[config.mk]
export PLATFORM = sky130hd
export DESIGN_NAME = eqco_top
export DESIGN_NICKNAME = d
export VERILOG_FILES = /design/src/eqco_pkg.sv /design/src/eqco_top.sv
export SDC_FILE = /design/constraint.sdc
export NUM_CORES = 1
export LEC_CHECK = 0
export ABC_CLOCK_PERIOD_IN_PS = 2500
export BUFFER_PORTS_ARGS = -buffer_cell sky130_fd_sc_hd__buf_4
export CORE_MARGIN = 5
export CORE_UTILIZATION = 32
export CTS_CLUSTER_SIZE = 30
export DETAILED_ROUTE_END_ITERATION = 16
export PLACE_DENSITY = 0.62
export SLEW_MARGIN = 20
export SYNTH_ARGS = -nofsm -noshare
export SYNTH_HDL_FRONTEND = slang
export SYNTH_SLANG_ARGS = --single-unit
[constraint.sdc]
create_clock -name clk_in -period 2.5 [get_ports clk_in]
set_input_delay 0.375 -clock clk_in [delete_from_list [all_inputs] [get_ports clk_in]]
set_output_delay 0.375 -clock clk_in [all_outputs]
set_load 0.02 [all_outputs]
[src/eqco_pkg.sv]
// Constants and types for the equalizer configuration and observation block.
// Assumes a single 100 MHz clock domain and a 32-bit Avalon-MM register bus.
package eqco_pkg;

  // ----------------------------------------------------------------------
  // Channels and codes
  // ----------------------------------------------------------------------
  localparam int       NUM_CH    = 9;
  localparam logic [3:0] CHAN_AUX = 4'h8;
  localparam logic [2:0] FN_OFF   = 3'h0;
  localparam logic [2:0] FN_EYE   = 3'h1;
  localparam logic [2:0] FN_SLICE = 3'h2;
  localparam logic [2:0] FN_BCLK  = 3'h3;
  localparam logic [2:0] FN_FREQ  = 3'h4;
  localparam logic [7:0] EYE_IDLE = 8'hFF;

  // ----------------------------------------------------------------------
  // Register map (byte addresses) and reset values
  // ----------------------------------------------------------------------
  localparam logic [4:0] OFS_EYE    = 5'h00;
  localparam logic [4:0] OFS_PIN_A  = 5'h04;
  localparam logic [4:0] PIN_STRIDE = 5'h04;
  localparam logic [4:0] OFS_EQ     = 5'h0C;
  localparam logic [4:0] OFS_CLK    = 5'h10;
  localparam logic [4:0] OFS_CNT_LO = 5'h14;
  localparam logic [4:0] OFS_CNT_HI = 5'h18;
  localparam logic [4:0] OFS_STATUS = 5'h1C;
  localparam logic [7:0] RST_EYE    = 8'h00;
  localparam logic [7:0] RST_PIN    = 8'h00;
  localparam logic [7:0] RST_EQ     = 8'h00;
  localparam logic [7:0] RST_CLK    = 8'h9A;

  // ----------------------------------------------------------------------
  // Clock recovery timing
  // ----------------------------------------------------------------------
  localparam logic [9:0] RET_BASE   = 10'h040;
  localparam logic [2:0] GAIN_ONE   = 3'h1;
  localparam logic [2:0] GAIN_TWO   = 3'h2;

  // ----------------------------------------------------------------------
  // Types
  // ----------------------------------------------------------------------
  typedef enum logic [1:0] {
    MODE_NORMAL = 2'b00,
    MODE_SEARCH = 2'b01,
    MODE_OFF    = 2'b10,
    MODE_OFF_B  = 2'b11
  } eqco_mode_t;

  typedef enum logic {
    PLL_NORMAL   = 1'b0,
    PLL_EXTENDED = 1'b1
  } eqco_pll_t;

  typedef struct packed {
    logic [7:0] eye;
    logic       sliced;
    logic       bit_clk;
  } eqco_chan_t;

  typedef struct packed {
    logic [2:0] unused;
    logic       eye_dac_enable;
    logic [3:0] eye_channel_field;
  } eqco_eye_sel_t;

  typedef struct packed {
    logic       unused;
    logic [2:0] function_field;
    logic [3:0] channel_field;
  } eqco_pin_sel_t;

  typedef struct packed {
    logic [4:0] unused;
    logic       count_up_select;
    eqco_mode_t equalizer_mode_field;
  } eqco_eq_setup_t;

  typedef struct packed {
    logic       loop_leak_enable;
    logic [1:0] pll_span_select;
    logic       normal_gain_select;
    logic [1:0] extended_gain_field;
    logic [1:0] lock_return_delay;
  } eqco_clk_setup_t;

endpackage : eqco_pkg

[src/eqco_top.sv]
// Equalizer configuration registers, eye and test pin routing, envelope counter
// and clock recovery range control.
// Assumes channel data, envelope and PLL status come from logic on clk_in.
`timescale 1ns/1ps
`default_nettype none

// Contract
// - Eye enable low: DAC off, output high
// - Eye channel code routes main or aux
// - Pin A function code selects output source
// - Pin A channel code routes main or aux
// - Pin B function code selects output source
// - Pin B channel code routes main or aux
// - Eye two's complement, slice and clock binary
// - Clock frequency output as offset binary
// - Envelope counter steps by one on rise
// - Mode field: normal, search, off
// - Normal: all channels, no envelope processing
// - Search: only aux channel equalized
// - Off: sleep, sync ready output high
// - Off: other registers not addressable
// - Leak bit enables loop filter leakage
// - Span field sets frequency range
// - Span zero never enters extended range
// - Normal gain bit: two or one
// - Extended gain field: two to five
// - Return after consecutive in-range bit periods
// - Envelope is a one-bit indication
// - Counter sixteen bits, two bytes, low first
module eqco_top
  import eqco_pkg::*;
(
  // Clock and reset
  input  wire logic                    clk_in,
  input  wire logic                    rstn_in,
  // Avalon-MM slave
  input  wire logic [4:0]              avs_address_in,
  input  wire logic                    avs_read_in,
  input  wire logic                    avs_write_in,
  input  wire logic [31:0]             avs_writedata_in,
  input  wire logic [3:0]              avs_byteenable_in,
  output var  logic [31:0]             avs_readdata_out,
  output var  logic                    avs_waitrequest_out,
  // Equalizer observation inputs
  input  wire eqco_chan_t [NUM_CH-1:0] chan_in,
  input  wire logic [7:0]              clk_freq_in,
  input  wire logic                    aux_envelope_bit_in,
  input  wire logic                    sync_lock_in,
  // Clock recovery status inputs
  input  wire logic                    bit_period_tick_in,
  input  wire logic                    freq_in_normal_in,
  // Eye and test pins
  output var  logic                    eye_dac_enable_out,
  output var  logic [7:0]              eye_dac_code_out,
  output var  logic [7:0]              test_out_pin_a_out,
  output var  logic [7:0]              test_out_pin_b_out,
  // Equalizer control
  output var  logic                    main_eq_enable_out,
  output var  logic                    aux_eq_enable_out,
  output var  logic                    envelope_proc_enable_out,
  output var  logic                    eq_sleep_out,
  output var  logic                    sync_ready_flag_out,
  // Clock recovery control
  output var  logic                    loop_leak_enable_out,
  output var  logic [1:0]              pll_span_select_out,
  output var  logic                    extended_range_out,
  output var  logic [2:0]              loop_gain_out
);

  // ----------------------------------------------------------------------
  // Bus slave
  // ----------------------------------------------------------------------
  eqco_eye_sel_t   eye_sel_ff;
  eqco_pin_sel_t   pin_sel_ff [2];
  eqco_eq_setup_t  eq_setup_ff;
  eqco_clk_setup_t clk_setup_ff;
  logic [15:0]     envelope_counter_ff;
  logic [7:0]      cnt_lo_hold_ff;
  logic [7:0]      cnt_hi_snap_ff;
  logic            ack_ff;
  logic [31:0]     readdata_ff;
  logic            req;
  logic            wr_take;
  logic            rd_take;
  logic            sleeping;
  logic            reachable;
  logic [7:0]      nxt_rdata;
  logic [7:0]      wbyte;

  assign req       = avs_read_in | avs_write_in;
  assign wr_take   = avs_write_in & ack_ff;
  assign rd_take   = avs_read_in & ack_ff;
  assign wbyte     = avs_writedata_in[7:0];
  assign sleeping  = eq_setup_ff.equalizer_mode_field[1];
  // In sleep only the mode register stays reachable
  assign reachable = (avs_address_in == OFS_EQ) | ~sleeping;

  assign avs_waitrequest_out = req & ~ack_ff;
  assign avs_readdata_out    = readdata_ff;

  // One wait cycle, then the answer
  always_ff @(posedge clk_in or negedge rstn_in) begin
    if (!rstn_in) begin
      ack_ff <= 1'b0;
    end else begin
      ack_ff <= req & ~ack_ff;
    end
  end

  always_comb begin
    nxt_rdata = 8'h00;
    if (reachable) begin
      case (avs_address_in)
        OFS_EYE:    nxt_rdata = eye_sel_ff;
        OFS_PIN_A:  nxt_rdata = pin_sel_ff[0];
        OFS_PIN_A + PIN_STRIDE: nxt_rdata = pin_sel_ff[1];
        OFS_EQ:     nxt_rdata = eq_setup_ff;
        OFS_CLK:    nxt_rdata = clk_setup_ff;
        OFS_CNT_LO: nxt_rdata = envelope_counter_ff[7:0];
        OFS_CNT_HI: nxt_rdata = cnt_hi_snap_ff;
        OFS_STATUS: nxt_rdata = {5'h00, sleeping, sync_ready_flag_out, extended_range_out};
        default:    nxt_rdata = 8'h00;
      endcase
    end
  end

  // Unused bits and blocked or unmapped reads give zero
  always_ff @(posedge clk_in or negedge rstn_in) begin
    if (!rstn_in) begin
      readdata_ff <= 32'h0000_0000;
    end else if (avs_read_in & ~ack_ff) begin
      readdata_ff <= {24'h00_0000, nxt_rdata};
    end
  end

  // ----------------------------------------------------------------------
  // Configuration registers
  // ----------------------------------------------------------------------
  logic cfg_wr;
  assign cfg_wr = wr_take & avs_byteenable_in[0] & reachable;

  always_ff @(posedge clk_in or negedge rstn_in) begin
    if (!rstn_in) begin
      eye_sel_ff <= RST_EYE;
    end else if (cfg_wr && avs_address_in == OFS_EYE) begin
      eye_sel_ff <= {3'h0, wbyte[4:0]};
    end
  end

  always_ff @(posedge clk_in or negedge rstn_in) begin
    if (!rstn_in) begin
      eq_setup_ff <= RST_EQ;
    end else if (cfg_wr && avs_address_in == OFS_EQ) begin
      eq_setup_ff <= {5'h00, wbyte[2:0]};
    end
  end

  always_ff @(posedge clk_in or negedge rstn_in) begin
    if (!rstn_in) begin
      clk_setup_ff <= RST_CLK;
    end else if (cfg_wr && avs_address_in == OFS_CLK) begin
      clk_setup_ff <= wbyte;
    end
  end

  // ----------------------------------------------------------------------
  // Channel routing
  // ----------------------------------------------------------------------
  function automatic eqco_chan_t pick_chan(input logic [3:0] code,
                                           input eqco_chan_t [NUM_CH-1:0] chans);
    eqco_chan_t res;
    res = '0;
    if (code <= CHAN_AUX) begin
      res = chans[code];
    end
    return res;
  endfunction : pick_chan

  function automatic logic [7:0] pin_value(input eqco_pin_sel_t sel,
                                           input eqco_chan_t [NUM_CH-1:0] chans,
                                           input logic [7:0] freq);
    eqco_chan_t ch;
    logic [7:0] res;
    ch  = pick_chan(sel.channel_field, chans);
    res = 8'h00;
    case (sel.function_field)
      FN_OFF:   res = 8'h00;
      FN_EYE:   res = ch.eye;
      FN_SLICE: res = {7'h00, ch.sliced};
      FN_BCLK:  res = {7'h00, ch.bit_clk};
      FN_FREQ:  res = freq;
      default:  res = 8'h00;
    endcase
    return res;
  endfunction : pin_value

  logic [7:0] eye_code_ff;
  eqco_chan_t eye_pick;
  assign eye_pick           = pick_chan(eye_sel_ff.eye_channel_field, chan_in);
  assign eye_dac_enable_out = eye_sel_ff.eye_dac_enable;
  assign eye_dac_code_out   = eye_code_ff;

  // Disabled DAC parks the output high
  always_ff @(posedge clk_in or negedge rstn_in) begin
    if (!rstn_in) begin
      eye_code_ff <= EYE_IDLE;
    end else if (!eye_sel_ff.eye_dac_enable) begin
      eye_code_ff <= EYE_IDLE;
    end else begin
      eye_code_ff <= eye_pick.eye;
    end
  end

  logic [7:0] pin_out_ff [2];

  generate
    for (genvar g = 0; g < 2; g++) begin : g_pin
      localparam logic [4:0] PIN_OFS = OFS_PIN_A + 5'(g) * PIN_STRIDE;

      always_ff @(posedge clk_in or negedge rstn_in) begin
        if (!rstn_in) begin
          pin_sel_ff[g] <= RST_PIN;
        end else if (cfg_wr && avs_address_in == PIN_OFS) begin
          pin_sel_ff[g] <= {1'b0, wbyte[6:0]};
        end
      end

      // Function and channel mux, reserved codes give zero
      always_ff @(posedge clk_in or negedge rstn_in) begin
        if (!rstn_in) begin
          pin_out_ff[g] <= 8'h00;
        end else begin
          pin_out_ff[g] <= pin_value(pin_sel_ff[g], chan_in, clk_freq_in);
        end
      end
    end
  endgenerate

  assign test_out_pin_a_out = pin_out_ff[0];
  assign test_out_pin_b_out = pin_out_ff[1];

  // ----------------------------------------------------------------------
  // Equalizer mode
  // ----------------------------------------------------------------------
  always_comb begin
    main_eq_enable_out       = 1'b0;
    aux_eq_enable_out        = 1'b0;
    envelope_proc_enable_out = 1'b0;
    eq_sleep_out             = 1'b0;
    case (eq_setup_ff.equalizer_mode_field)
      MODE_NORMAL: begin
        main_eq_enable_out = 1'b1;
        aux_eq_enable_out  = 1'b1;
      end
      MODE_SEARCH: begin
        aux_eq_enable_out        = 1'b1;
        envelope_proc_enable_out = 1'b1;
      end
      default: begin
        eq_sleep_out = 1'b1;
      end
    endcase
  end

  assign sync_ready_flag_out = sleeping | sync_lock_in;

  // ----------------------------------------------------------------------
  // Envelope counter
  // ----------------------------------------------------------------------
  logic env_prev_ff;
  logic env_rise;
  logic cnt_load;
  assign env_rise = aux_envelope_bit_in & ~env_prev_ff;
  assign cnt_load = cfg_wr & (avs_address_in == OFS_CNT_HI);

  always_ff @(posedge clk_in or negedge rstn_in) begin
    if (!rstn_in) begin
      env_prev_ff <= 1'b0;
    end else begin
      env_prev_ff <= aux_envelope_bit_in;
    end
  end

  // Low byte is staged, high byte write loads both
  always_ff @(posedge clk_in or negedge rstn_in) begin
    if (!rstn_in) begin
      cnt_lo_hold_ff <= 8'h00;
    end else if (cfg_wr && avs_address_in == OFS_CNT_LO) begin
      cnt_lo_hold_ff <= wbyte;
    end
  end

  // Reading the low byte freezes the high byte for the next read
  always_ff @(posedge clk_in or negedge rstn_in) begin
    if (!rstn_in) begin
      cnt_hi_snap_ff <= 8'h00;
    end else if (rd_take && reachable && avs_address_in == OFS_CNT_LO) begin
      cnt_hi_snap_ff <= envelope_counter_ff[15:8];
    end
  end

  // Counts only in search mode; a load wins over a step
  always_ff @(posedge clk_in or negedge rstn_in) begin
    if (!rstn_in) begin
      envelope_counter_ff <= 16'h0000;
    end else if (cnt_load) begin
      envelope_counter_ff <= {wbyte, cnt_lo_hold_ff};
    end else if (envelope_proc_enable_out && env_rise) begin
      if (eq_setup_ff.count_up_select) begin
        envelope_counter_ff <= envelope_counter_ff + 16'h0001;
      end else begin
        envelope_counter_ff <= envelope_counter_ff - 16'h0001;
      end
    end
  end

  // ----------------------------------------------------------------------
  // Clock recovery range control
  // ----------------------------------------------------------------------
  eqco_pll_t  pll_state_ff;
  logic [9:0] ret_cnt_ff;
  logic [9:0] ret_limit;
  logic       span_zero;

  assign loop_leak_enable_out = clk_setup_ff.loop_leak_enable;
  assign pll_span_select_out  = clk_setup_ff.pll_span_select;
  assign span_zero            = clk_setup_ff.pll_span_select == 2'b00;
  assign extended_range_out   = pll_state_ff == PLL_EXTENDED;
  assign ret_limit            = RET_BASE << clk_setup_ff.lock_return_delay;

  // Gain per range
  always_comb begin
    if (extended_range_out) begin
      loop_gain_out = GAIN_TWO + {1'b0, clk_setup_ff.extended_gain_field};
    end else if (clk_setup_ff.normal_gain_select) begin
      loop_gain_out = GAIN_ONE;
    end else begin
      loop_gain_out = GAIN_TWO;
    end
  end

  // Consecutive in-range bit periods
  always_ff @(posedge clk_in or negedge rstn_in) begin
    if (!rstn_in) begin
      ret_cnt_ff <= 10'h000;
    end else if (!extended_range_out || (bit_period_tick_in && !freq_in_normal_in)) begin
      ret_cnt_ff <= 10'h000;
    end else if (bit_period_tick_in) begin
      ret_cnt_ff <= ret_cnt_ff + 10'h001;
    end
  end

  always_ff @(posedge clk_in or negedge rstn_in) begin
    if (!rstn_in) begin
      pll_state_ff <= PLL_NORMAL;
    end else if (span_zero) begin
      pll_state_ff <= PLL_NORMAL;
    end else if (bit_period_tick_in) begin
      case (pll_state_ff)
        PLL_NORMAL: begin
          if (!freq_in_normal_in) begin
            pll_state_ff <= PLL_EXTENDED;
          end
        end
        PLL_EXTENDED: begin
          if (freq_in_normal_in && ret_cnt_ff == ret_limit - 10'h001) begin
            pll_state_ff <= PLL_NORMAL;
          end
        end
        default: pll_state_ff <= PLL_NORMAL;
      endcase
    end
  end

  // ----------------------------------------------------------------------
  // Assertions
  // ----------------------------------------------------------------------
  property p_eye_off;
    @(posedge clk_in) disable iff (!rstn_in)
      !eye_sel_ff.eye_dac_enable |=> eye_dac_code_out == EYE_IDLE;
  endproperty
  a_eye_off: assert property (p_eye_off) else $error("eye output not high when off");

  property p_eye_aux;
    @(posedge clk_in) disable iff (!rstn_in)
      eye_sel_ff.eye_dac_enable && eye_sel_ff.eye_channel_field == CHAN_AUX
      |=> eye_dac_code_out == $past(chan_in[8].eye);
  endproperty
  a_eye_aux: assert property (p_eye_aux) else $error("eye aux routing wrong");

  property p_pin_a_slice;
    @(posedge clk_in) disable iff (!rstn_in)
      pin_sel_ff[0].function_field == FN_SLICE && pin_sel_ff[0].channel_field == 4'h3
      |=> test_out_pin_a_out == {7'h00, $past(chan_in[3].sliced)};
  endproperty
  a_pin_a_slice: assert property (p_pin_a_slice) else $error("pin a slice wrong");

  property p_pin_b_rsv;
    @(posedge clk_in) disable iff (!rstn_in)
      (pin_sel_ff[1].function_field > FN_FREQ || pin_sel_ff[1].channel_field > CHAN_AUX &&
       pin_sel_ff[1].function_field != FN_FREQ) |=> test_out_pin_b_out == 8'h00;
  endproperty
  a_pin_b_rsv: assert property (p_pin_b_rsv) else $error("pin b reserved not zero");

  property p_cnt_step;
    @(posedge clk_in) disable iff (!rstn_in)
      envelope_proc_enable_out && env_rise && !cnt_load && eq_setup_ff.count_up_select
      |=> envelope_counter_ff == $past(envelope_counter_ff) + 16'h0001;
  endproperty
  a_cnt_step: assert property (p_cnt_step) else $error("counter did not step up");

  property p_normal_hold;
    @(posedge clk_in) disable iff (!rstn_in)
      eq_setup_ff.equalizer_mode_field == MODE_NORMAL && !cnt_load |=> $stable(envelope_counter_ff);
  endproperty
  a_normal_hold: assert property (p_normal_hold) else $error("counter moved in normal");

  property p_sleep_sync;
    @(posedge clk_in) disable iff (!rstn_in)
      sleeping |-> sync_ready_flag_out && !main_eq_enable_out && !aux_eq_enable_out;
  endproperty
  a_sleep_sync: assert property (p_sleep_sync) else $error("sleep outputs wrong");

  property p_off_block;
    @(posedge clk_in) disable iff (!rstn_in)
      sleeping && wr_take && avs_address_in == OFS_PIN_A |=> $stable(pin_sel_ff[0]);
  endproperty
  a_off_block: assert property (p_off_block) else $error("write taken while off");

  property p_span_zero;
    @(posedge clk_in) disable iff (!rstn_in)
      span_zero |=> !extended_range_out;
  endproperty
  a_span_zero: assert property (p_span_zero) else $error("extended with span zero");

  property p_gain_ext;
    @(posedge clk_in) disable iff (!rstn_in)
      extended_range_out |-> loop_gain_out == 3'(clk_setup_ff.extended_gain_field) + 3'h2;
  endproperty
  a_gain_ext: assert property (p_gain_ext) else $error("extended gain wrong");

  property p_wait_one;
    @(posedge clk_in) disable iff (!rstn_in)
      avs_waitrequest_out |=> !avs_waitrequest_out;
  endproperty
  a_wait_one: assert property (p_wait_one) else $error("waitrequest longer than one cycle");

endmodule : eqco_top

`default_nettype wire
# Word level (Yosys, flattened, before mapping)
# Index checks and enable logic that the tools add are counted.
# totals
input_bits	147
word_cells	119
output_inout_bits	70
ff_bits	107
# op_classes
n_addsub	5
n_shift	1
eq_ne	17
reduce_logical	21
muxes	30
magnitude_cmp	6
bitwise_logic	15
# ops
op	count
binary-select mux 10 bit (select 4 bit)	3
2-to-1 mux 10 bit	8
one-hot mux 8 bit (4 select lines)	2
one-hot mux 8 bit (8 select lines)	1
2-to-1 mux 16 bit	3
== test 5 bit, second input constant	4
adder 16 x 1 -> 16 bit, second input constant	1
2-to-1 mux 8 bit	2
subtractor 16 x 1 -> 16 bit, second input constant	1
less-than comparator 4 x 5 -> 1 bit, second input constant	3
== test 3 x 2 -> 1 bit, second input constant	4
less-or-equal comparator 4 bit, second input constant	3
logical AND 1 bit	11
adder 10 x 1 -> 10 bit, second input constant	1
== test 10 bit	1
== test 5 x 4 -> 1 bit, second input constant	2
left shift 7 x 2 -> 10 bit, first input constant	1
subtractor 10 x 1 -> 10 bit, second input constant	1
bitwise AND 1 bit	8
2-to-1 mux 1 bit	8
== test 3 x 1 -> 1 bit, second input constant	2
== test 3 bit, second input constant	2
nonzero test 2 bit	3
== test 5 x 3 -> 1 bit, second input constant	1
other kinds (12)	19

# Depth between registers and ports, before layout
# logic_depth
ltp_word	8
ltp_mapped	9
ltp_nobuf	9

# Worst setup path after synthesis
# No wires, ideal clock.
# synth_timing
path_type	register to register
from	reg eq_setup_ff[2] (netlist name)
to	reg envelope_counter_ff[15]
path_buffers	0
path_slack_ps	-26
setup_ps	82
stages_incl_launch_ff	9
period_less_slack_ps	2526
arrival_ps	2444
required_ps	2418
path_cell_list	dfrtp_1 > inv_1 > ha_1 > and2_4 > a221o_1 > o41ai_2 > xnor2_1 > or3_1 > a31oi_1
# synth_between
elab_chain_len	3
# synth_lines
item	line	text
from (decl)	eqco_top.sv:75	eqco_eq_setup_t eq_setup_ff;
from (signal assigned)	eqco_top.sv:154	eq_setup_ff <= {5'h00, wbyte[2:0]};
2-to-1 mux 16 bit	eqco_top.sv:309	if (eq_setup_ff.count_up_select) begin
2-to-1 mux 16 bit	eqco_top.sv:308	end else if (envelope_proc_enable_out && env_rise) begin
2-to-1 mux 16 bit	eqco_top.sv:306	end else if (cnt_load) begin
to (signal assigned)	eqco_top.sv:307	envelope_counter_ff <= {wbyte, cnt_lo_hold_ff};
to (signal assigned)	eqco_top.sv:310	envelope_counter_ff <= envelope_counter_ff + 16'h0001;
to (signal assigned)	eqco_top.sv:312	envelope_counter_ff <= envelope_counter_ff - 16'h0001;
to (decl)	eqco_top.sv:77	logic [15:0] envelope_counter_ff;
# No other way between the ends. The select of a mux whose other input is x is not followed.
# A chain may end at the register's enable or synchronous reset.

# Worst setup path after layout
# Ends and elaborated chain as after synthesis.

==> results_dict.tcl <==
set metrics [dict create \
    skew_ns 0.00936 \
    avgViaCountPerCell 5.30 \
    grt_pass1_wl_um 38000 \
    routed_wl_um 24400 \
    yosysWarningCount 0 \
    start_kind "flop" \
    fillCellCount 2231 \
    numCtsBuffers 9 \
    netlist.area_leader.share_pct 31.5 \
    hp-class "input port to flop" \
    grt_overflow 0 \
    io_pins 217 \
    power.leakage_nw 4.17 \
    synth_area_leader_cell "dfrtp_1" \
    drc_errors 0 \
    grt_pass1_vias 6513 \
    detailed_place_hpwl_um 19400 \
    finalSetupViolCount 1 \
    busiest_layer "met2" \
    grtUsageMet2_pct 29.4 \
    die_x_um 164 \
    synth_area_leaders "dfrtp_1 32%, mux4_2 18%, mux2_2 7.5%, dfstp_2 4.2%, mux2i_1 3.3%" \
    portBuffers 165 \
    ir_worst_vdd_mv 0.323 \
    drv_cap 0 \
    vias 6266 \
    violations "negative setup slack" \
    synth_cells 680 \
    synth_edf_count 0 \
    first_pass_iters 5 \
    rsz0062_at_grt "yes" \
    root_buffer "clkbuf_16" \
    clock_latency_ns 0.35 \
    clock.fmax_mhz 399 \
    timing.final.ws_setup_ns -0.00460 \
    cts_setup_buffers 0 \
    grt_max_degree 35 \
    drive_gt1_share_pct 42.7 \
    grt.total_usage_pct 18.3 \
    crit_type "flop to flop" \
    finish.utilization_pct 41.6 \
    cts_buffer_depth 2 \
    place_congestion 0.928 \
    antenna_found_initial 0 \
    met1_usage_pct 25.3 \
    cts_tree "done" \
    p_per_area_nw_per_um2 438 \
    routedWlPerCell_um 20.7 \
    num_rows 56 \
    required_ns 2.78 \
    grt_use_met3_pct 2.12 \
    avgSynthCellArea_sq_um 11.1 \
    hold_viol_final 0 \
    clkTransAtPathRegs_ns 0.07 \
    synth_commonest_cells "95 x dfrtp_1, 60 x mux4_2, 55 x nor2_1" \
    multi_input_area_sq_um 4630 \
    ys.flop_type "dfrtp_1" \
    core_area_sq_um 23300 \
    ys_seq_area_share_pct 35.7 \
    die_h_um 164 \
    synth_seq_cells 107 \
    stdcell_area_sq_um 9700 \
    drtIter0Drc 506 \
    start_util_pct 32.3 \
    crit_fanout 15 \
    nets 1020 \
    fp.dieArea_sq_um 26700 \
    cts_num_sinks 107 \
    netlist_area_sq_um 7540 \
    syn_to_final_growth_pct 28.6 \
    crit_path_end_kind "flop" \
    yosys.cell_count.top_type "dfrtp_1" \
    final_antenna_net_count 0 \
    tns_ns -0.00460 \
    p_total_mw 4.25 \
    regArea_sq_um 2690 \
    worst_pin_slew_ns 0.785 \
    period_share_pct 100 \
    relSlewSlack_pct 47.7 \
    slew_violations 0 \
    ys_types 60 \
    fin_crit_ns 2.50 \
    status "finished, violations left" \
    htreeDepth 3 \
    placed_cell_area_sq_um 9320 \
    crit_arrival_ns 2.79 \
    ys_async_sr_fraction_pct 100 \
]
-- what timing repair did --
action	CTS	global route
pin swaps	0	2
setup endpoints to repair	1	4
cloned	0	0
endpoints found under the hold margin	23	0
resized for setup	1	6
hold buffers	1	0
-- cells in the final DEF (no fill, tap or decap), types with 6 or more instances in the layout --
master | synthesis | layout
xnor2_1 | 9 | 9
nor2b_1 | 9 | 8
mux2_2 | 50 | 50
buf_4 | 28 | 204
clkbuf_16 | 0 | 9
nor2_1 | 55 | 55
xor2_1 | 11 | 11
nand2b_1 | 9 | 9
nor3_1 | 8 | 8
a22oi_1 | 25 | 25
dfrtp_1 | 95 | 94
inv_1 | 7 | 6
o211ai_1 | 9 | 9
conb_1 | 1 | 24
nand3_1 | 16 | 16
dfstp_2 | 12 | 12
ha_1 | 15 | 11
mux4_2 | 60 | 60
nand2_1 | 52 | 52
a22o_1 | 9 | 9
o21ai_0 | 37 | 36
a21oi_1 | 30 | 30
mux2i_1 | 25 | 25
-- where the power goes --
group / total, mW / switching [mW] / internal (mW) / leakage, nW
Combinational: 0.840 / 0.430 / 0.411 / 2.57
Clock: 1.60 / 0.658 / 0.939 / 0.160
Sequential: 1.81 / 0.0446 / 1.77 / 1.44
Total: 4.25 / 1.13 / 3.12 / 4.17
-- cell type report --
class | instances | area share [%]
diodes | 1 | 0.0258
clock buffers | 13 | 2.68
clock inverters | 3 | 0.710
inverters | 7 | 0.310
multi-input cells | 523 | 47.7
flip-flops and latches | 107 | 27.8
well taps | 319 | 4.12
repair buffers | 209 | 16.6
-- per-layer routing --
layer,share of wire (%),vias up
met4,3.6,0
met3,4.6,50
met1,44,3109
met2,48,206
met5,0,-
li1,-,2901
-- critical path: stages (launching register included) --
cell	delay, ns
dfrtp_2	0.39
clkinvlp_4	0.10
buf_12	0.16
ha_1	0.34
a21o_1	0.17
a221o_1	0.39
o41ai_4	0.28
xnor2_1	0.13
or3_1	0.31
a31oi_1	0.16
-- cell families (layout without fill, tap and decap cells) --
logic type / after synthesis / in the layout / share of synthesized area [%]
flip-flops: 107 / 107 / 35.7
AND/OR/NAND/NOR: 182 / 182 / 12.2
adder cells (fa/ha/maj): 16 / 16 / 2.75
other: 1 / 25 / 0.0497
AO/OA/AOI/OAI: 146 / 146 / 13.1
multiplexers: 135 / 135 / 28.7
XOR/XNOR: 20 / 20 / 2.32
buffers and inverters: 73 / 232 / 5.16
-- worst paths after layout --
| kind | from | endpoint | slack, ns | cells after the start |
|---|---|---|---|---|
| setup reg to reg | eq_setup_ff[2] | envelope_counter_ff[15] | -0.005 | 9 |
| max in group asynchronous | rstn_in | ret_cnt_ff[4] | 1.29 | 3 |
| setup / recovery | eq_setup_ff[2] | envelope_counter_ff[15] | -0.005 | 9 |
| min in group asynchronous | rstn_in | test_out_pin_b_out[5] | 0.51 | 2 |
| hold / removal | aux_envelope_bit_in | env_prev_ff | 0.14 | 1 |
| hold reg to reg | cnt_lo_hold_ff[1] | envelope_counter_ff[1] | 0.49 | 2 |
-- stage by stage --
step           instances  worst slack [ns]  hold WS (ns)
2_1_floorplan        703           -0.0192        0.0794
3_3_place_gp        1164           0.00186         0.360
3_5_place_dp        1164           0.00311         0.361
4_1_cts             1181           0.00473         0.128
5_1_grt             1181            -0.104         0.130
6_report            1182          -0.00460         0.140
-- sequential cells by signal (all words and copies together) (netlist names), 2 cells and up --
signal / cells
test_out_pin_b_out: 8
envelope_counter_ff: 16
eye_sel_ff: 4
cnt_hi_snap_ff: 8
avs_readdata_out: 8
eq_setup_ff: 3
test_out_pin_a_out: 8
ret_cnt_ff: 10
pll_span_select_out: 2
pin_sel_ff: 14
clk_setup_ff: 5
cnt_lo_hold_ff: 8
eye_dac_code_out: 8
Note: power is estimated with default switching activity, not from simulation.
